$ cat src/pkg/brsc_defs.svh
// offsets, field positions, reset values and routing codes of the route control bank
`ifndef BRSC_DEFS_SVH
`define BRSC_DEFS_SVH

// ************************************************************
// register offsets inside the logic window
// ************************************************************
`define BRSC_ADDR_W 4
`define BRSC_OFS_PIN_CFG 4'h8
`define BRSC_OFS_LINE_DATA 4'h9
`define BRSC_OFS_LINE_CLOCK 4'ha
`define BRSC_OFS_OVERHEAD 4'hb
`define BRSC_OFS_SERIAL_DATA 4'hc
`define BRSC_OFS_FRAME_CLOCK 4'hd

// ************************************************************
// reset values
// ************************************************************
`define BRSC_RST_PIN_CFG 8'h08
`define BRSC_RST_LINE_DATA 8'h08
`define BRSC_RST_LINE_CLOCK 8'h00
`define BRSC_RST_OVERHEAD 8'h00
`define BRSC_RST_SERIAL_DATA 8'h00
`define BRSC_RST_FRAME_CLOCK 8'h00
`define BRSC_MASK_LOW_NIB 8'h0f
`define BRSC_READ_NONE 8'h00

// ************************************************************
// transceiver pin configuration fields
// ************************************************************
`define BRSC_BIT_CLK_POL 7
`define BRSC_BIT_CLK_PHASE 6
`define BRSC_BIT_BIT_SWAP 5
`define BRSC_BIT_BUS_MODE 4
`define BRSC_BIT_FLOAT_TEST 3
`define BRSC_BIT_WIDTH 2
`define BRSC_BIT_STROBE 1
`define BRSC_BIT_ADDR_MUX 0

// ************************************************************
// routing codes and per-field valid code masks
// ************************************************************
`define BRSC_CODE_FLOAT 4'h0
`define BRSC_CODE_LOOP 4'h1
`define BRSC_CODE_LOW 4'h6
`define BRSC_CODE_HIGH 4'h7
`define BRSC_CODE_LAST 4'h7
`define BRSC_VALID_LINE 8'hfe
`define BRSC_VALID_TWO_SRC 8'hc6
`define BRSC_VALID_ONE_SRC 8'hc2

`endif

$ cat src/pkg/brsc_pkg.sv
// types shared by the route control bank
package brsc_pkg;

    typedef logic [7:0] brsc_reg_t;
    typedef logic [3:0] brsc_code_t;
    typedef logic [3:0] brsc_addr_t;

    typedef enum logic [1:0]
    {
        BRSC_BUS_IDLE  = 2'b00,
        BRSC_BUS_WRITE = 2'b01,
        BRSC_BUS_READ  = 2'b10
    } brsc_bus_state_t;

endpackage

$ cat src/pkg/brsc_reg_if.sv
// register access and register contents between bus front end and register bank
`timescale 1ns/1ps
interface brsc_reg_if;
    import brsc_pkg::*;

    logic wr_stb;
    brsc_addr_t addr;
    brsc_reg_t wdata;
    brsc_reg_t rdata;
    brsc_reg_t pin_cfg;
    brsc_reg_t line_data;
    brsc_reg_t line_clock;
    brsc_reg_t overhead;
    brsc_reg_t serial_data;
    brsc_reg_t frame_clock;

    modport bank
    (
        input wr_stb, addr, wdata,
        output rdata, pin_cfg, line_data, line_clock, overhead, serial_data, frame_clock
    );

    modport user
    (
        output wr_stb, addr, wdata,
        input rdata, pin_cfg, line_data, line_clock, overhead, serial_data, frame_clock
    );
endinterface

$ cat src/brsc_route_sel.sv
// one routing selector: code picks a source, a constant level, or high impedance
`timescale 1ns/1ps
`include "brsc_defs.svh"
module brsc_route_sel
    import brsc_pkg::*;
#(
    parameter logic [7:0] VALID = 8'hfe
)
(
    // clock and control
    input wire logic clk_in,
    input wire logic rst_n_in,
    input wire logic ce_in,
    // selection
    input wire brsc_code_t code_in,
    input wire logic [4:0] src_in,
    // routed line
    output logic val_out,
    output logic oe_out
);
    logic [7:0] choice;

    // code 6 low, code 7 high, codes 1..5 from the sources
    assign choice = {1'b1, 1'b0, src_in, 1'b0};

    always_ff @(posedge clk_in or negedge rst_n_in)
    begin
        if (!rst_n_in)
        begin
            val_out <= 1'b0;
            oe_out <= 1'b0;
        end
        else if (ce_in)
        begin
            // codes above 7 and unused codes float the line
            if (code_in <= `BRSC_CODE_LAST && VALID[code_in[2:0]])
            begin
                oe_out <= 1'b1;
                val_out <= choice[code_in[2:0]];
            end
            else
            begin
                oe_out <= 1'b0;
                val_out <= 1'b0;
            end
        end
    end
endmodule

$ cat src/brsc_reg_bank.sv
// control register storage and read-back
`timescale 1ns/1ps
`include "brsc_defs.svh"
module brsc_reg_bank
    import brsc_pkg::*;
(
    // clock and control
    input wire logic clk_in,
    input wire logic rst_n_in,
    input wire logic ce_in,
    // register access
    brsc_reg_if.bank bus
);
    logic wr_ok;

    assign wr_ok = ce_in && bus.wr_stb;

    always_ff @(posedge clk_in or negedge rst_n_in)
    begin
        if (!rst_n_in)
        begin
            bus.pin_cfg <= `BRSC_RST_PIN_CFG;
            bus.line_data <= `BRSC_RST_LINE_DATA;
            bus.line_clock <= `BRSC_RST_LINE_CLOCK;
            bus.overhead <= `BRSC_RST_OVERHEAD;
            bus.serial_data <= `BRSC_RST_SERIAL_DATA;
            bus.frame_clock <= `BRSC_RST_FRAME_CLOCK;
        end
        else if (wr_ok)
        begin
            case (bus.addr)
                `BRSC_OFS_PIN_CFG: bus.pin_cfg <= bus.wdata;
                `BRSC_OFS_LINE_DATA: bus.line_data <= bus.wdata;
                // upper nibble not stored, so it reads back zero
                `BRSC_OFS_LINE_CLOCK: bus.line_clock <= bus.wdata & `BRSC_MASK_LOW_NIB;
                `BRSC_OFS_OVERHEAD: bus.overhead <= bus.wdata;
                `BRSC_OFS_SERIAL_DATA: bus.serial_data <= bus.wdata & `BRSC_MASK_LOW_NIB;
                `BRSC_OFS_FRAME_CLOCK: bus.frame_clock <= bus.wdata;
                default:
                begin
                end
            endcase
        end
    end

    always_comb
    begin
        case (bus.addr)
            `BRSC_OFS_PIN_CFG: bus.rdata = bus.pin_cfg;
            `BRSC_OFS_LINE_DATA: bus.rdata = bus.line_data;
            `BRSC_OFS_LINE_CLOCK: bus.rdata = bus.line_clock;
            `BRSC_OFS_OVERHEAD: bus.rdata = bus.overhead;
            `BRSC_OFS_SERIAL_DATA: bus.rdata = bus.serial_data;
            `BRSC_OFS_FRAME_CLOCK: bus.rdata = bus.frame_clock;
            default: bus.rdata = `BRSC_READ_NONE;
        endcase
    end
endmodule

$ cat src/brsc_top.sv
// route control bank: transceiver pin configuration and signal routing selectors
// What this block does
// - Pin config bit 4 drives the bus-mode pin, 0 parallel, 1 serial host bus.
// - Pin config bit 2 drives the data-width pin, 0 for 8-bit, 1 for 16-bit.
// - Pin config bit 1 drives the strobe-style pin, 0 separate strobes, 1 data strobe.
// - Pin config bit 0 drives the address/data multiplex pin, 1 meaning multiplexed.
// - Pin config bit 3 drives the float test input and resets to one.
// - Pin config bits 7, 6, 5 drive serial clock polarity, phase and bit swap.
// - Line data low nibble selects the rx positive rail source from the code set.
// - Line data high nibble selects the rx negative rail source, code 1 tx negative rail.
// - Line clock low nibble selects the rx line clock source; upper nibble unused.
// - Overhead high nibble selects the tx overhead enable source.
// - Overhead low nibble selects the tx overhead data source.
// - Serial data low nibble selects the tx serial data source; upper nibble unused.
// - Frame/clock high nibble selects the tx frame start input source.
// - Frame/clock low nibble selects the tx clock input source.
// - Registers are reached by plain microcontroller reads and writes at byte offsets.
`timescale 1ns/1ps
`include "brsc_defs.svh"
module brsc_top
    import brsc_pkg::*;
(
    // clock, reset, enable
    input wire logic clock_in,
    input wire logic arst_n_in,
    input wire logic ce_in,
    // microcontroller bus
    input wire logic mcu_cs_n_in,
    input wire logic mcu_rd_n_in,
    input wire logic mcu_wr_n_in,
    input wire logic [3:0] mcu_addr_in,
    input wire logic [7:0] mcu_data_in,
    output logic [7:0] mcu_data_out,
    output logic mcu_data_oe_out,
    // transceiver configuration pins
    output logic serial_clock_polarity_sel_out,
    output logic serial_clock_phase_sel_out,
    output logic serial_bit_swap_sel_out,
    output logic serial_bus_mode_sel_out,
    output logic output_float_test_out,
    output logic data_width_sel_out,
    output logic strobe_style_sel_out,
    output logic addr_data_mux_sel_out,
    // routing sources
    input wire logic tx_positive_rail_in,
    input wire logic tx_negative_rail_in,
    input wire logic tx_line_clock_in,
    input wire logic osc_t3_in,
    input wire logic osc_e3_in,
    input wire logic osc_sts1_in,
    input wire logic coax_connector_in,
    input wire logic tx_overhead_frame_start_in,
    input wire logic rx_overhead_frame_start_in,
    input wire logic rx_overhead_data_in,
    input wire logic rx_serial_data_in,
    input wire logic tx_frame_start_out_in,
    input wire logic rx_frame_start_out_in,
    input wire logic tx_clock_out_in,
    input wire logic rx_recovered_clock_out_in,
    // routed transceiver inputs, level and drive enable
    output logic rx_positive_rail_out,
    output logic rx_positive_rail_oe_out,
    output logic rx_negative_rail_out,
    output logic rx_negative_rail_oe_out,
    output logic rx_line_clock_out,
    output logic rx_line_clock_oe_out,
    output logic tx_overhead_enable_out,
    output logic tx_overhead_enable_oe_out,
    output logic tx_overhead_data_out,
    output logic tx_overhead_data_oe_out,
    output logic tx_serial_data_out,
    output logic tx_serial_data_oe_out,
    output logic tx_frame_start_in_out,
    output logic tx_frame_start_in_oe_out,
    output logic tx_clock_in_out,
    output logic tx_clock_in_oe_out
);
    // ************************************************************
    // reset release
    // ************************************************************
    logic rst_meta_q;
    logic rst_n_q;

    always_ff @(posedge clock_in or negedge arst_n_in)
    begin
        if (!arst_n_in)
        begin
            rst_meta_q <= 1'b0;
            rst_n_q <= 1'b0;
        end
        else
        begin
            rst_meta_q <= 1'b1;
            rst_n_q <= rst_meta_q;
        end
    end

    // ************************************************************
    // pin synchronisers
    // ************************************************************
    // routed signals are resampled at 250 MHz: a routed clock gets up to 4 ns jitter
    localparam int NSRC = 14;
    localparam int NBUS = 15;
    logic [NSRC-1:0] src_meta_q;
    logic [NSRC-1:0] src_q;
    logic [NBUS-1:0] bus_meta_q;
    logic [NBUS-1:0] bus_q;
    logic cs_n_s;
    logic rd_n_s;
    logic wr_n_s;
    brsc_addr_t addr_s;
    brsc_reg_t data_s;

    always_ff @(posedge clock_in or negedge rst_n_q)
    begin
        if (!rst_n_q)
        begin
            src_meta_q <= '0;
            src_q <= '0;
            bus_meta_q <= {3'b111, 12'h000};
            bus_q <= {3'b111, 12'h000};
        end
        else if (ce_in)
        begin
            src_meta_q <= {rx_recovered_clock_out_in, tx_clock_out_in, rx_frame_start_out_in,
                tx_frame_start_out_in, rx_serial_data_in, rx_overhead_data_in,
                rx_overhead_frame_start_in, tx_overhead_frame_start_in, coax_connector_in,
                osc_sts1_in, osc_e3_in, osc_t3_in, tx_line_clock_in, tx_negative_rail_in};
            src_q <= src_meta_q;
            bus_meta_q <= {mcu_cs_n_in, mcu_rd_n_in, mcu_wr_n_in, mcu_addr_in, mcu_data_in};
            bus_q <= bus_meta_q;
        end
    end

    assign {cs_n_s, rd_n_s, wr_n_s, addr_s, data_s} = bus_q;

    logic pos_rail_meta_q;

    always_ff @(posedge clock_in or negedge rst_n_q)
    begin
        if (!rst_n_q)
        begin
            pos_rail_meta_q <= 1'b0;
        end
        else if (ce_in)
        begin
            pos_rail_meta_q <= tx_positive_rail_in;
        end
    end

    logic pos_rail_q;

    always_ff @(posedge clock_in or negedge rst_n_q)
    begin
        if (!rst_n_q)
        begin
            pos_rail_q <= 1'b0;
        end
        else if (ce_in)
        begin
            pos_rail_q <= pos_rail_meta_q;
        end
    end

    // ************************************************************
    // microcontroller bus front end
    // ************************************************************
    brsc_bus_state_t state_q;
    logic wr_stb_q;
    brsc_addr_t addr_q;
    brsc_reg_t wdata_q;
    brsc_reg_if regs ();

    // address and data ride the same synchroniser depth as the strobes
    always_ff @(posedge clock_in or negedge rst_n_q)
    begin
        if (!rst_n_q)
        begin
            state_q <= BRSC_BUS_IDLE;
            wr_stb_q <= 1'b0;
            addr_q <= '0;
            wdata_q <= '0;
        end
        else if (ce_in)
        begin
            wr_stb_q <= 1'b0;
            case (state_q)
                BRSC_BUS_IDLE:
                begin
                    addr_q <= addr_s;
                    if (!cs_n_s && !wr_n_s)
                    begin
                        wr_stb_q <= 1'b1;
                        wdata_q <= data_s;
                        state_q <= BRSC_BUS_WRITE;
                    end
                    else if (!cs_n_s && !rd_n_s)
                    begin
                        state_q <= BRSC_BUS_READ;
                    end
                end
                BRSC_BUS_WRITE:
                begin
                    // one store per strobe, however long the strobe lasts
                    if (cs_n_s || wr_n_s)
                    begin
                        state_q <= BRSC_BUS_IDLE;
                    end
                end
                BRSC_BUS_READ:
                begin
                    if (cs_n_s || rd_n_s)
                    begin
                        state_q <= BRSC_BUS_IDLE;
                    end
                end
                default:
                begin
                    state_q <= BRSC_BUS_IDLE;
                end
            endcase
        end
    end

    assign regs.wr_stb = wr_stb_q;
    assign regs.addr = addr_q;
    assign regs.wdata = wdata_q;

    brsc_reg_bank u_bank
    (
        .clk_in(clock_in),
        .rst_n_in(rst_n_q),
        .ce_in(ce_in),
        .bus(regs.bank)
    );

    always_ff @(posedge clock_in or negedge rst_n_q)
    begin
        if (!rst_n_q)
        begin
            mcu_data_out <= `BRSC_READ_NONE;
            mcu_data_oe_out <= 1'b0;
        end
        else if (ce_in)
        begin
            mcu_data_oe_out <= (state_q == BRSC_BUS_READ) && !cs_n_s && !rd_n_s;
            mcu_data_out <= regs.rdata;
        end
    end

    // ************************************************************
    // transceiver configuration pins
    // ************************************************************
    always_ff @(posedge clock_in or negedge rst_n_q)
    begin
        if (!rst_n_q)
        begin
            {serial_clock_polarity_sel_out, serial_clock_phase_sel_out,
                serial_bit_swap_sel_out, serial_bus_mode_sel_out, output_float_test_out,
                data_width_sel_out, strobe_style_sel_out, addr_data_mux_sel_out}
                <= `BRSC_RST_PIN_CFG;
        end
        else if (ce_in)
        begin
            // the serial options are driven always; the transceiver heeds them in serial mode
            serial_clock_polarity_sel_out <= regs.pin_cfg[`BRSC_BIT_CLK_POL];
            serial_clock_phase_sel_out <= regs.pin_cfg[`BRSC_BIT_CLK_PHASE];
            serial_bit_swap_sel_out <= regs.pin_cfg[`BRSC_BIT_BIT_SWAP];
            serial_bus_mode_sel_out <= regs.pin_cfg[`BRSC_BIT_BUS_MODE];
            output_float_test_out <= regs.pin_cfg[`BRSC_BIT_FLOAT_TEST];
            data_width_sel_out <= regs.pin_cfg[`BRSC_BIT_WIDTH];
            strobe_style_sel_out <= regs.pin_cfg[`BRSC_BIT_STROBE];
            addr_data_mux_sel_out <= regs.pin_cfg[`BRSC_BIT_ADDR_MUX];
        end
    end

    // ************************************************************
    // routing selectors
    // ************************************************************
    logic [3:0] osc_coax;

    // coax, then the three oscillators, as codes 5 down to 2
    assign osc_coax = {src_q[5], src_q[4], src_q[3], src_q[2]};

    brsc_route_sel #(.VALID(`BRSC_VALID_LINE)) u_rx_pos
    (
        .clk_in(clock_in), .rst_n_in(rst_n_q), .ce_in(ce_in),
        .code_in(regs.line_data[3:0]), .src_in({osc_coax, pos_rail_q}),
        .val_out(rx_positive_rail_out), .oe_out(rx_positive_rail_oe_out)
    );

    brsc_route_sel #(.VALID(`BRSC_VALID_LINE)) u_rx_neg
    (
        .clk_in(clock_in), .rst_n_in(rst_n_q), .ce_in(ce_in),
        .code_in(regs.line_data[7:4]), .src_in({osc_coax, src_q[0]}),
        .val_out(rx_negative_rail_out), .oe_out(rx_negative_rail_oe_out)
    );

    brsc_route_sel #(.VALID(`BRSC_VALID_LINE)) u_rx_line_clk
    (
        .clk_in(clock_in), .rst_n_in(rst_n_q), .ce_in(ce_in),
        .code_in(regs.line_clock[3:0]), .src_in({osc_coax, src_q[1]}),
        .val_out(rx_line_clock_out), .oe_out(rx_line_clock_oe_out)
    );

    // two-source and one-source selectors float on their unused codes
    brsc_route_sel #(.VALID(`BRSC_VALID_TWO_SRC)) u_ohen
    (
        .clk_in(clock_in), .rst_n_in(rst_n_q), .ce_in(ce_in),
        .code_in(regs.overhead[7:4]), .src_in({3'b000, src_q[7], src_q[6]}),
        .val_out(tx_overhead_enable_out), .oe_out(tx_overhead_enable_oe_out)
    );

    brsc_route_sel #(.VALID(`BRSC_VALID_ONE_SRC)) u_ohd
    (
        .clk_in(clock_in), .rst_n_in(rst_n_q), .ce_in(ce_in),
        .code_in(regs.overhead[3:0]), .src_in({4'h0, src_q[8]}),
        .val_out(tx_overhead_data_out), .oe_out(tx_overhead_data_oe_out)
    );

    brsc_route_sel #(.VALID(`BRSC_VALID_ONE_SRC)) u_tx_serial
    (
        .clk_in(clock_in), .rst_n_in(rst_n_q), .ce_in(ce_in),
        .code_in(regs.serial_data[3:0]), .src_in({4'h0, src_q[9]}),
        .val_out(tx_serial_data_out), .oe_out(tx_serial_data_oe_out)
    );

    brsc_route_sel #(.VALID(`BRSC_VALID_TWO_SRC)) u_tsof
    (
        .clk_in(clock_in), .rst_n_in(rst_n_q), .ce_in(ce_in),
        .code_in(regs.frame_clock[7:4]), .src_in({3'b000, src_q[11], src_q[10]}),
        .val_out(tx_frame_start_in_out), .oe_out(tx_frame_start_in_oe_out)
    );

    brsc_route_sel #(.VALID(`BRSC_VALID_TWO_SRC)) u_tclk
    (
        .clk_in(clock_in), .rst_n_in(rst_n_q), .ce_in(ce_in),
        .code_in(regs.frame_clock[3:0]), .src_in({3'b000, src_q[13], src_q[12]}),
        .val_out(tx_clock_in_out), .oe_out(tx_clock_in_oe_out)
    );
endmodule

$ cat config.mk
export PLATFORM = sky130hd
export DESIGN_NAME = brsc_top
export DESIGN_NICKNAME = d
export VERILOG_FILES = /design/src/pkg/brsc_pkg.sv /design/src/pkg/brsc_reg_if.sv /design/src/brsc_route_sel.sv /design/src/brsc_reg_bank.sv /design/src/brsc_top.sv
export VERILOG_INCLUDE_DIRS = /design/src /design/src/pkg
export SDC_FILE = /design/constraint.sdc
export NUM_CORES = 1
export LEC_CHECK = 0
export BUFFER_PORTS_ARGS = -buffer_cell sky130_fd_sc_hd__clkbuf_2
export CAP_MARGIN = 20
export CORE_MARGIN = 2
export CORE_UTILIZATION = 53
export CTS_CLUSTER_SIZE = 16
export DETAILED_ROUTE_END_ITERATION = 7
export MAX_ROUTING_LAYER = met4
export PLACE_DENSITY = 0.76
export REMOVE_ABC_BUFFERS = 1
export SYNTH_ARGS = -nofsm -noshare
export SYNTH_HDL_FRONTEND = slang
export SYNTH_SLANG_ARGS = --single-unit
$ cat constraint.sdc
create_clock -name clock_in -period 4.6 [get_ports clock_in]
set_input_delay 0.23 -clock clock_in [delete_from_list [all_inputs] [get_ports clock_in]]
set_output_delay 0.23 -clock clock_in [all_outputs]
set_load 0.01 [all_outputs]
---- Yosys cells after proc, flatten, opt, wreduce, memory -nomap -nowiden ----
Memories as Yosys holds them, arrays and structs flattened.
Index checks and enable logic that the tools add are counted.
Widths: inputs -> output; s select.
cells by class
  order comparisons ....................... 16
  eq/ne operators ......................... 11
  muxes and demuxes ....................... 48
  reductions and logical operators ........ 28
operators by type and width
  kind                count
  $pmux 8 s6          1
  $mux 1              34
  $le 4x3->1 const B  8
  $lt 3x4->1 const B  8
  $bmux 1 s3          8
  $eq 4x4->1 const B  6
  $reduce_and 2->1    7
  $logic_and 1x1->1   13
  $mux 2              4
  $pmux 2 s3          1
  $ne 2x2->1 const B  2
  $reduce_and 4->1    1
  $logic_not 1->1     3
  $ne 3x3->1 const B  1
  $reduce_and 3->1    1
  $eq 2x1->1 const B  1
  $eq 2x2->1 const B  1
  $logic_not 2->1     1
  $logic_or 1x1->1    2
word-level totals
  register bits after elaboration ......... 150
  memory bits (read-only) ................. 64
  input bits .............................. 33
  output and inout bits ................... 33
  logic and storage cells ................. 155
  memories kept ........................... 8
memories
  name             depth  bits a word  rd ports  clocked after memory_dff  write ports  RTL line              RTL
  (no name shown)  8      1            1         0                         0            brsc_route_sel.sv:36  if (code_in <= `BRSC_CODE_LAST && VALID[code_in[2:0]])
  (no name shown)  8      1            1         0                         0            brsc_route_sel.sv:36
  (no name shown)  8      1            1         0                         0            brsc_route_sel.sv:36
  (no name shown)  8      1            1         0                         0            brsc_route_sel.sv:36
  (no name shown)  8      1            1         0                         0            brsc_route_sel.sv:36
  (no name shown)  8      1            1         0                         0            brsc_route_sel.sv:36
  2 more memories  --     --           --        --                        --           --

---- Longest topological paths before layout ----
Gate-level depths: netlist of the first run.
  depth after elaboration ................. 5
  gate-level depth with buffers ........... 5
  gate-level depth less buffers ........... 4

---- Cells and area by module ----
Synthesis of the first run repeated with hierarchy kept, for this count alone.
second synthesis, totals
  cell total of the unflattened synthesis .. 482
  area total of the unflattened synthesis .. 6662.6 sq um
by module, submodules not included
  module                              times used  cells each  area an instance (sq um)  seq. area each (sq um)
  brsc_top                            1           206         3485.8                    2361.0
  brsc_reg_bank                       1           150         2015.7                    1003.5
  brsc_route_sel (u_rx_line_clk ...)  3           19          160.2                     50.0
  brsc_route_sel (u_ohen ...)         3           15          155.1                     50.0
  brsc_route_sel (u_ohd ...)          2           12          107.6                     50.0

---- Least setup slack after synthesis of the first run ----
OpenSTA, ideal clock, no wires.
  kind .................................... register -> register
  start point ............................. register addr_q[1]
  end point ............................... register u_bank.bus.frame_clock[0]
  library setup time ...................... 0.125 ns
  arrival time ............................ 1.368 ns
  required time ........................... 4.475 ns
  setup slack ............................. 3.107 ns
  stages on the path, launching flop included .. 5
  path buffers ............................ 1
  clock period less this slack ............ 1.493 ns
  cells stage by stage .................... dfrtp_1 -> buf_2 -> nand2b_1 -> nor2_2 -> mux2_2
between the ends
  longest elaborated chain between the ends .. 2
RTL lines
  element                            RTL line             RTL
  start, declared                    brsc_top.sv:170      brsc_addr_t addr_q;
  start signal, assigned             brsc_top.sv:190      addr_q <= addr_s;
  $eq 4x4->1                         brsc_reg_bank.sv:31  case (bus.addr)
  $reduce_and 2->1 (no source line)  --
  end signal, assigned               brsc_reg_bank.sv:27  bus.frame_clock <= `BRSC_RST_FRAME_CLOCK;
  end signal, assigned               brsc_reg_bank.sv:38  `BRSC_OFS_FRAME_CLOCK: bus.frame_clock <= bus.wdata;
  end, declared                      brsc_reg_if.sv:20    output rdata, pin_cfg, line_data, line_clock, overhead, serial_data, frame_clock
No other way between the ends.
A chain may end at the register's enable or synchronous reset.

---- Worst setup path in the final report of the first run ----
  start point ............................. register addr_q[2]
  end point ............................... register u_bank.bus.pin_cfg[2]
between the ends
  longest elaborated chain between the ends .. 2
RTL lines
  element                            RTL line             RTL
  $eq 4x4->1                         brsc_reg_bank.sv:31
  $reduce_and 2->1 (no source line)  --
  end signal, assigned               brsc_reg_bank.sv:22  bus.pin_cfg <= `BRSC_RST_PIN_CFG;
  end signal, assigned               brsc_reg_bank.sv:32  `BRSC_OFS_PIN_CFG: bus.pin_cfg <= bus.wdata;
  end, declared                      brsc_reg_if.sv:20
No other way between the ends.

==> reports/qor.csv, run 1 <==
stage;metric;value;unit
timing;max-slew-margin-rel;41.48;%
clock_tree;h-tree-depth;4;
timing;final.setup_skew;6.949;ps
setup_path;crit_family;simple AND/OR/NAND/NOR gates;
synthesis;yosys_warnings;0;
synthesis;ys.flop_type;dfrtp_1;
setup_path;critPathSlowestCell;dfrtp_1;
timing;worstMarginPinSlew;876.9;ps
hold_path;min_from;mcu_data_in[7];
cells_and_area;fin_cells;690;
clock_tree;clock_latency;430;ps
power;power.leakage;3.538;nW
synthesis;synth-edff-count;0;
setup_path;reg2reg_depth;3;
placement;dp_hpwl;8466;um
clock_tree;cts_tree;yes;
global_routing;antenna_found_initial;0;
global_routing;grt_pass1_vias;4164;
timing;fmax;502.4;MHz
cells_and_area;multi_input_area;2570;um^2
synthesis;syn_inst;463;
flow_run;drv_cap;0;
setup_path;r2r_end;u_bank.bus.pin_cfg[2];
setup_path;worstPathRequired;4900;ps
setup_path;crit_chain;nand4b_4, nand2b_1, mux2_4;
synthesis;synthArstFlopShare;100.0;%
hold_path;hold_depth;2;
clock_tree;clk_pin_slew;60;ps
cells_and_area;seqCellArea;3769;um^2
synthesis;yosysTopAreaCell;dfrtp_1;
synthesis;syn-mean-instance-area;14.04;um^2
floorplanning;start_util;54.11;%
timing;maxSlewViolCount;0;
global_routing;grt_overflow;0;
cells_and_area;nets;566;
placement;dp.cells;656;
route;vias;3982;
route;drc;0;
setup_path;criticalPathCategory;reg2reg;
floorplanning;std_cell_rows;40;
timing;setup_ws;2610;ps
cells_and_area;insertedDiodeCount;0;
power;powerDensity;590.3;nW/um^2
synthesis;synth_top_area_share;54.28;%
setup_path;crit_buf_inv;0;
setup_path;cp.arrival;2290;ps
placement;io_buffers;65;
route;wl;12810;um
clock_tree;cts_inserted_buffers;17;
synthesis;synth_cell_types;51;
floorplanning;design.die.area;13170;um^2
placement;place_congestion;0.8968;
setup_path;startpoint_type;flip-flop;
setup_path;r2r_start;addr_q[2];
synthesis;synth-seq-cells;150;
run_status;status;complete, no violations;
hold_path;min_to;bus_meta_q[7];
floorplanning;die_h;114.7;um
floorplanning;core;12010;um^2
route;ant_nets;0;
route;drt_iter0_drc;287;
timing;layout_min_cycle_time;1990;ps
synthesis;ys_seq_area_share;57.92;%
route;wl_per_cell;18.57;um
route;drt_pass1_iterations;4;
clock_tree;ctsLongestPathBuffers;2;
power;ir_worst_vdd;0.0003030;V
timing;fin_crit_sh;43.27;%
route;vias_per_cell;5.771;
setup_path;endpoint_kind;flip-flop;
timing;finalSetupTns;0;ps
setup_path;crit_fanout;17;
floorplanning;die_w;114.7;um
hold_path;hp-class;in2reg;
timing;hold_viol_final;0;
power;power;4.475;mW
timing;rsz0062_at_grt;false;
synthesis;ys_top_cells_by_area;dfrtp_1, mux2_2, dfstp_2;
placement;pre_cts_slack;2336;ps
global_routing;grt_pass1_wl;21510;um
setup_path;cpPeakStageDelay;690;ps
floorplanning;io_pins;66;
timing;setup_viol;0;
setup_path;r2r_setup_slack;2610;ps
synthesis;syn_area;6500;um^2
global_routing;grt_usage;22.14;%
cells_and_area;syn2layout_area_growth;16.63;%
clock_tree;cts_resized;0;
global_routing;grt_max_degree;58;
cells_and_area;final_area;7581;um^2
clock_tree;cts_root_buf;clkbuf_16;
cells_and_area;drive_gt1_share;44.94;%
placement;place_area;6929;um^2
cells_and_area;fill_cells;917;
clock_tree;cts.sinks;150;
cells in the mapped netlist (7+ instances only):
cell type and instances:
mux2i_1 14, nor3_1 9, nor2b_1 11, mux2_2 120, nand2_1 9, dfstp_2 9, nor2_1 8, buf_2 15
a21oi_1 9, nand2b_1 7, mux2_4 8, inv_1 15, dfrtp_1 141
where the power goes:
part	switching, mW	leakage [nW]	internal [mW]
Combinational	0.399	1.35	0.558
Sequential	0.426	1.89	1.67
Clock	0.518	0.292	0.909
placed cells by master (no fill, tap or decap), types with 3 or more instances in the layout:
| cell | n |
|---|---|
| dfrtp_1 | 140 |
| mux2_2 | 120 |
| clkbuf_2 | 64 |
| clkbuf_16 | 17 |
| inv_1 | 15 |
| mux2i_1 | 14 |
| nor2b_1 | 11 |
| nand2_1 | 9 |
| a21oi_1 | 9 |
| nor3_1 | 9 |
| dfstp_2 | 9 |
| nor2_1 | 8 |
| mux2_4 | 8 |
| nand2b_1 | 7 |
| a221o_1 | 6 |
| a31oi_1 | 6 |
| nand3b_1 | 5 |
| and3b_1 | 5 |
| o2bb2ai_1 | 4 |
| nand4_1 | 4 |
| clkbuf_8 | 4 |
| buf_4 | 4 |
| nor3b_1 | 3 |
| o22ai_1 | 3 |
| a311oi_1 | 3 |
| o41ai_1 | 3 |
| o21ai_0 | 3 |
| o32ai_1 | 3 |
| a21o_1 | 3 |
| o221ai_1 | 3 |
| ha_1 | 3 |
| bufinv_16 | 3 |
| clkinvlp_4 | 3 |
| clkbuf_1 | 3 |
through the flow:
| step | util [%] | hold slack [ps] |
|---|---|---|
| after detailed placement | 57.69 | 18.28 |
| after CTS | 62.89 | 22.05 |
| after floorplan | - | -65.59 |
| after global routing | 63.11 | 27.28 |
| after global placement | 57.69 | 19.84 |
| final | 63.11 | 34.74 |
sequential cells by signal, indices dropped and copies added (netlist names), 14 cells and up:
register	flops
bus_q	15
src_q	14
bus_meta_q	15
src_meta_q	14
cell families after synthesis:
family	Yosys count	synth area share, %
AOI/OAI and AO/OA	54	6.333
adders and majority gates	3	0.5775
and+or+nand+nor	75	7.603
buffers and inverters	37	2.541
muxes	143	24.97
DFF	150	57.92
other	1	0.05769
how the worst max path moves through the flow:
stage	start	end	slack (ps)	cells past startpoint
final	addr_q[2]	u_bank.bus.pin_cfg[2]	2610	3
after global routing	addr_q[2]	u_bank.bus.pin_cfg[2]	2570	3
after detailed placement	addr_q[0]	u_bank.bus.frame_clock[7]	2340	3
after global placement	addr_q[0]	u_bank.bus.frame_clock[3]	2410	3
after CTS	addr_q[0]	u_bank.bus.frame_clock[4]	2310	3
after floorplan	rst_n_q	addr_data_mux_sel_out	130	0
what timing repair did:
action,in CTS,in global routing
hold buffers,1,0
buffers inserted,0,0
endpoints found under the hold margin,2,0
endpoints found under the setup margin,0,0
final cells by class:
| class | count | share of cell area [%] |
|---|---|---|
| Clock buffer | 24 | 6.486 |
| Timing Repair Buffer | 70 | 5.116 |
| Clock inverter | 8 | 1.617 |
| Sequential cell | 150 | 49.71 |
| Inverter | 15 | 0.7427 |
| Multi-Input combinational cell | 276 | 33.90 |
| Tap cell | 147 | 2.426 |
metal layers:
| metal | vias to the layer above | track usage [%] | part of all wire, % | wire [um] |
|---|---|---|---|---|
| li1 | 1833 | - | - | - |
| met1 | 2027 | 28.85 | 45 | 5820 |
| met2 | 104 | 33.53 | 48 | 6176 |
| met3 | 18 | 5.904 | 4.9 | 625 |
| met4 | 0 | 8.594 | 1.5 | 188 |
| met5 | - | - | 0 | 0 |
Power figures use the tool's default switching activity.
==> run 2, diff against run 1 <==
Settings changed: ABC_AREA set to 1, CORE_UTILIZATION 53 to 58, PLACE_DENSITY 0.76 to 0.79.
Clock period 4.6 ns to 2.05 ns, I/O delays scaled along.
==> run 2 against run 1 <==
Effect of this change:
- final cell count grew 44%
- die area shrank 10%
- first-iteration DRC count shrank 4.5%
- largest cell class unchanged
- critical path type unchanged
- worst hold slack lost 27 ps
- flip-flop and latch count is the same
- largest power group unchanged
- critical path depth is the same
==> reports/qor.csv, run 2 <==
stage;metric;value;unit;change
setup_path;critPathSlowestCell;nor2_4;;
setup_path;r2r_start;addr_q[2];;
clock_tree;cts_setup_buffers;0;;unchanged
placement;io_buffers;65;;unchanged
timing;final.setup_skew;6.485;ps;-0.4632 ps
clock_tree;h-tree-depth;4;;unchanged
synthesis;synth-edff-count;0;;unchanged
clock_tree;cts_root_buf;clkbuf_8;;
synthesis;syn-mean-instance-area;8.545;um^2;-39%
floorplanning;std_cell_rows;38;;-5.0%
power;power;8.830;mW;+97%
clock_tree;clk_pin_slew;60;ps;about the same
timing;fmax;635.2;MHz;+26%
cells_and_area;utilization;71.68;%;+8.6 points
clock_tree;cts.sinks;150;;unchanged
power;power.leakage;3.984;nW;+13%
route;wl;13880;um;+8.4%
cells_and_area;final_common_cell;nand2_1;;
global_routing;antenna_found_initial;0;;unchanged
floorplanning;die_h;108.8;um;-5.1%
timing;fin_crit_sh;76.79;%;+34 points
clock_tree;clock_latency;540;ps;+110 ps
cells_and_area;final_area;7736;um^2;+2.0%
route;drc;0;;unchanged
setup_path;endpoint_kind;flip-flop;;
synthesis;yosysTopAreaCell;dfrtp_1;;
setup_path;reg2reg_depth;3;;unchanged
route;ant_nets;0;;unchanged
clock_tree;ctsLongestPathBuffers;2;;unchanged
synthesis;synthArstFlopShare;100.0;%;unchanged
cells_and_area;multi_input_area;2218;um^2;-14%
hold_path;min_from;ce_in;;
setup_path;startpoint_type;flip-flop;;
setup_path;r2r_setup_slack;480;ps;-2130 ps
synthesis;ys_top_cells_by_count;nand2_1, dfrtp_1, o21ai_0;;
cells_and_area;final_cell_mix;nand2_1, dfrtp_1, o21ai_0, inv_1, clkbuf_2;;
route;drt_pass1_iterations;6;;+2
run_status;status;complete, no violations;;
route;vias;5124;;+29%
floorplanning;core;10790;um^2;-10%
floorplanning;die_w;108.8;um;-5.1%
cells_and_area;fill_cells;834;;-9.1%
placement;place_area;6825;um^2;-1.5%
timing;setup_viol;0;;unchanged
synthesis;ys_top_cells_by_area;dfrtp_1, nand2_1, o21ai_0;;
clock_tree;cts_tree;yes;;
setup_path;setup.worst_path.end;u_bank.bus.pin_cfg[1];;
global_routing;grt_overflow;0;;unchanged
route;wl_per_cell;13.98;um;-25%
flow_run;drv_cap;0;;unchanged
global_routing;grt_pass1_vias;4807;;+15%
timing;layout_min_cycle_time;1574;ps;-416.2 ps
synthesis;syn_inst;746;;+61%
clock_tree;cts_resized;0;;unchanged
hold_path;hp-class;in2reg;;
setup_path;cp-startpoint;addr_q[2];;
synthesis;yosys_warnings;0;;unchanged
timing;max-slew-margin-rel;64.76;%;+23 points
cells_and_area;seqCellArea;3769;um^2;unchanged
cells_and_area;insertedDiodeCount;0;;unchanged
power;ir_worst_vdd;0.0006181;V;+100%
route;drt_iter0_drc;274;;-4.5%
global_routing;grt_max_degree;71;;+22%
cells_and_area;drive_gt1_share;13.72;%;-31 points
timing;worstMarginPinSlew;527.2;ps;-349.7 ps
cells_and_area;fin_cells;993;;+44%
setup_path;crit_chain;nor2_4, nand3_2, o21ai_0;;
synthesis;ys.flop_type;dfrtp_1;;
timing;rsz0062_at_grt;false;;
timing;setup_ws;475.7;ps;-2134 ps
setup_path;cpPeakStageDelay;440;ps;-250 ps
timing;hold_viol_final;0;;unchanged
cells_and_area;syn2layout_area_growth;21.35;%;
cells_and_area;nets;876;;+55%
setup_path;worstPathRequired;2500;ps;-2400 ps
setup_path;r2r_end;u_bank.bus.pin_cfg[1];;
setup_path;crit_fanout;24;;+7
cells_and_area;largestRegisters;bus_meta_q (15), bus_q (15);;
setup_path;criticalPathCategory;reg2reg;;
floorplanning;io_pins;66;;unchanged
setup_path;cp.arrival;2020;ps;-270 ps
synthesis;synth_top_area_share;55.35;%;+1.1 points
floorplanning;design.die.area;11850;um^2;-10%
placement;dp_hpwl;9219;um;+8.9%
placement;dp.cells;929;;+42%
floorplanning;start_util;59.07;%;+5.0 points
hold_path;hold_depth;3;;+1
setup_path;path_depth;3;;unchanged
synthesis;synth-seq-cells;150;;unchanged
clock_tree;cts_inserted_buffers;17;;unchanged
setup_path;crit_family;simple AND/OR/NAND/NOR gates;;
setup_path;crit_buf_inv;0;;unchanged
route;vias_per_cell;5.160;;-11%
synthesis;syn_area;6375;um^2;-1.9%
timing;maxSlewViolCount;0;;unchanged
global_routing;grt_usage;26.28;%;+4.1 points
synthesis;yosys.cell_count.top_type;nand2_1;;
clock_tree;hold_buffers;32;;+31
placement;place_congestion;0.9038;;+0.78%
placement;pre_cts_slack;479.0;ps;-1857 ps
global_routing;grt_pass1_wl;22830;um;+6.2%
power;powerDensity;1141;nW/um^2;+93%
synthesis;synth_cell_types;28;;-45%
synthesis;ys_seq_area_share;59.06;%;+1.1 points
run 2: cell count changes after synthesis, moves of 10 or more:
cell	before	now
nor2_1	8	25
inv_1	15	64
mux2i_1	14	0
nand3_1	0	46
mux2_2	120	0
nor2b_1	11	0
nand2_1	9	288
o21ai_0	3	111
clkbuf_1	4	14
run 2: cell type report:
type,instances,share of cell area [%]
clock buffers,28,6.405
repair buffers,104,9.510
multi-input cells,501,28.68
inverters,66,3.202
well taps,140,2.264
clock inverters,4,1.229
flip-flops and latches,150,48.71
run 2: worst min path at each step:
stage | endpoint | slack [ps]
3_3_place_gp | rst_meta_q | -110
5_1_grt | src_meta_q[8] | 30
4_1_cts | src_q[13] | 0.9
3_5_place_dp | rst_n_q | -110
2_1_floorplan | rst_meta_q | -190
6_report | src_q[13] | 8
run 2: tightest hold or removal path: stages:
cell and delay, ps:
buf_2 240, nand2_1 110, nand2_1 40
run 2: metal layers:
metal / track usage, % / vias up / routed length [um]
met5: - / - / 0
met4: 10.81 / 0 / 305
met3: 6.216 / 24 / 679
met2: 39.82 / 129 / 6654
met1: 34.36 / 2410 / 6244
li1: - / 2561 / -
run 2: cell families after synthesis:
kind of cell	synth area share, %
simple gates	23.83
buf+inv	6.143
compound gates	10.32
flops	59.06
other cells	0.05882
fa+ha+maj	0.5889
run 2: where the power goes:
| group | switching, mW | internal [mW] | total [mW] |
|---|---|---|---|
| registers | 0.460 | 3.55 | 4.01 |
| logic | 1.15 | 0.573 | 1.72 |
| clock network | 1.12 | 1.99 | 3.11 |
run 2: metrics by stage:
step	hold slack [ps]	TNS, ps
final	7.804	0
after global routing	34.67	0
after CTS	0.8850	0
after detailed placement	-105.1	0
after global placement	-112.2	0
after floorplan	-193.1	-348260
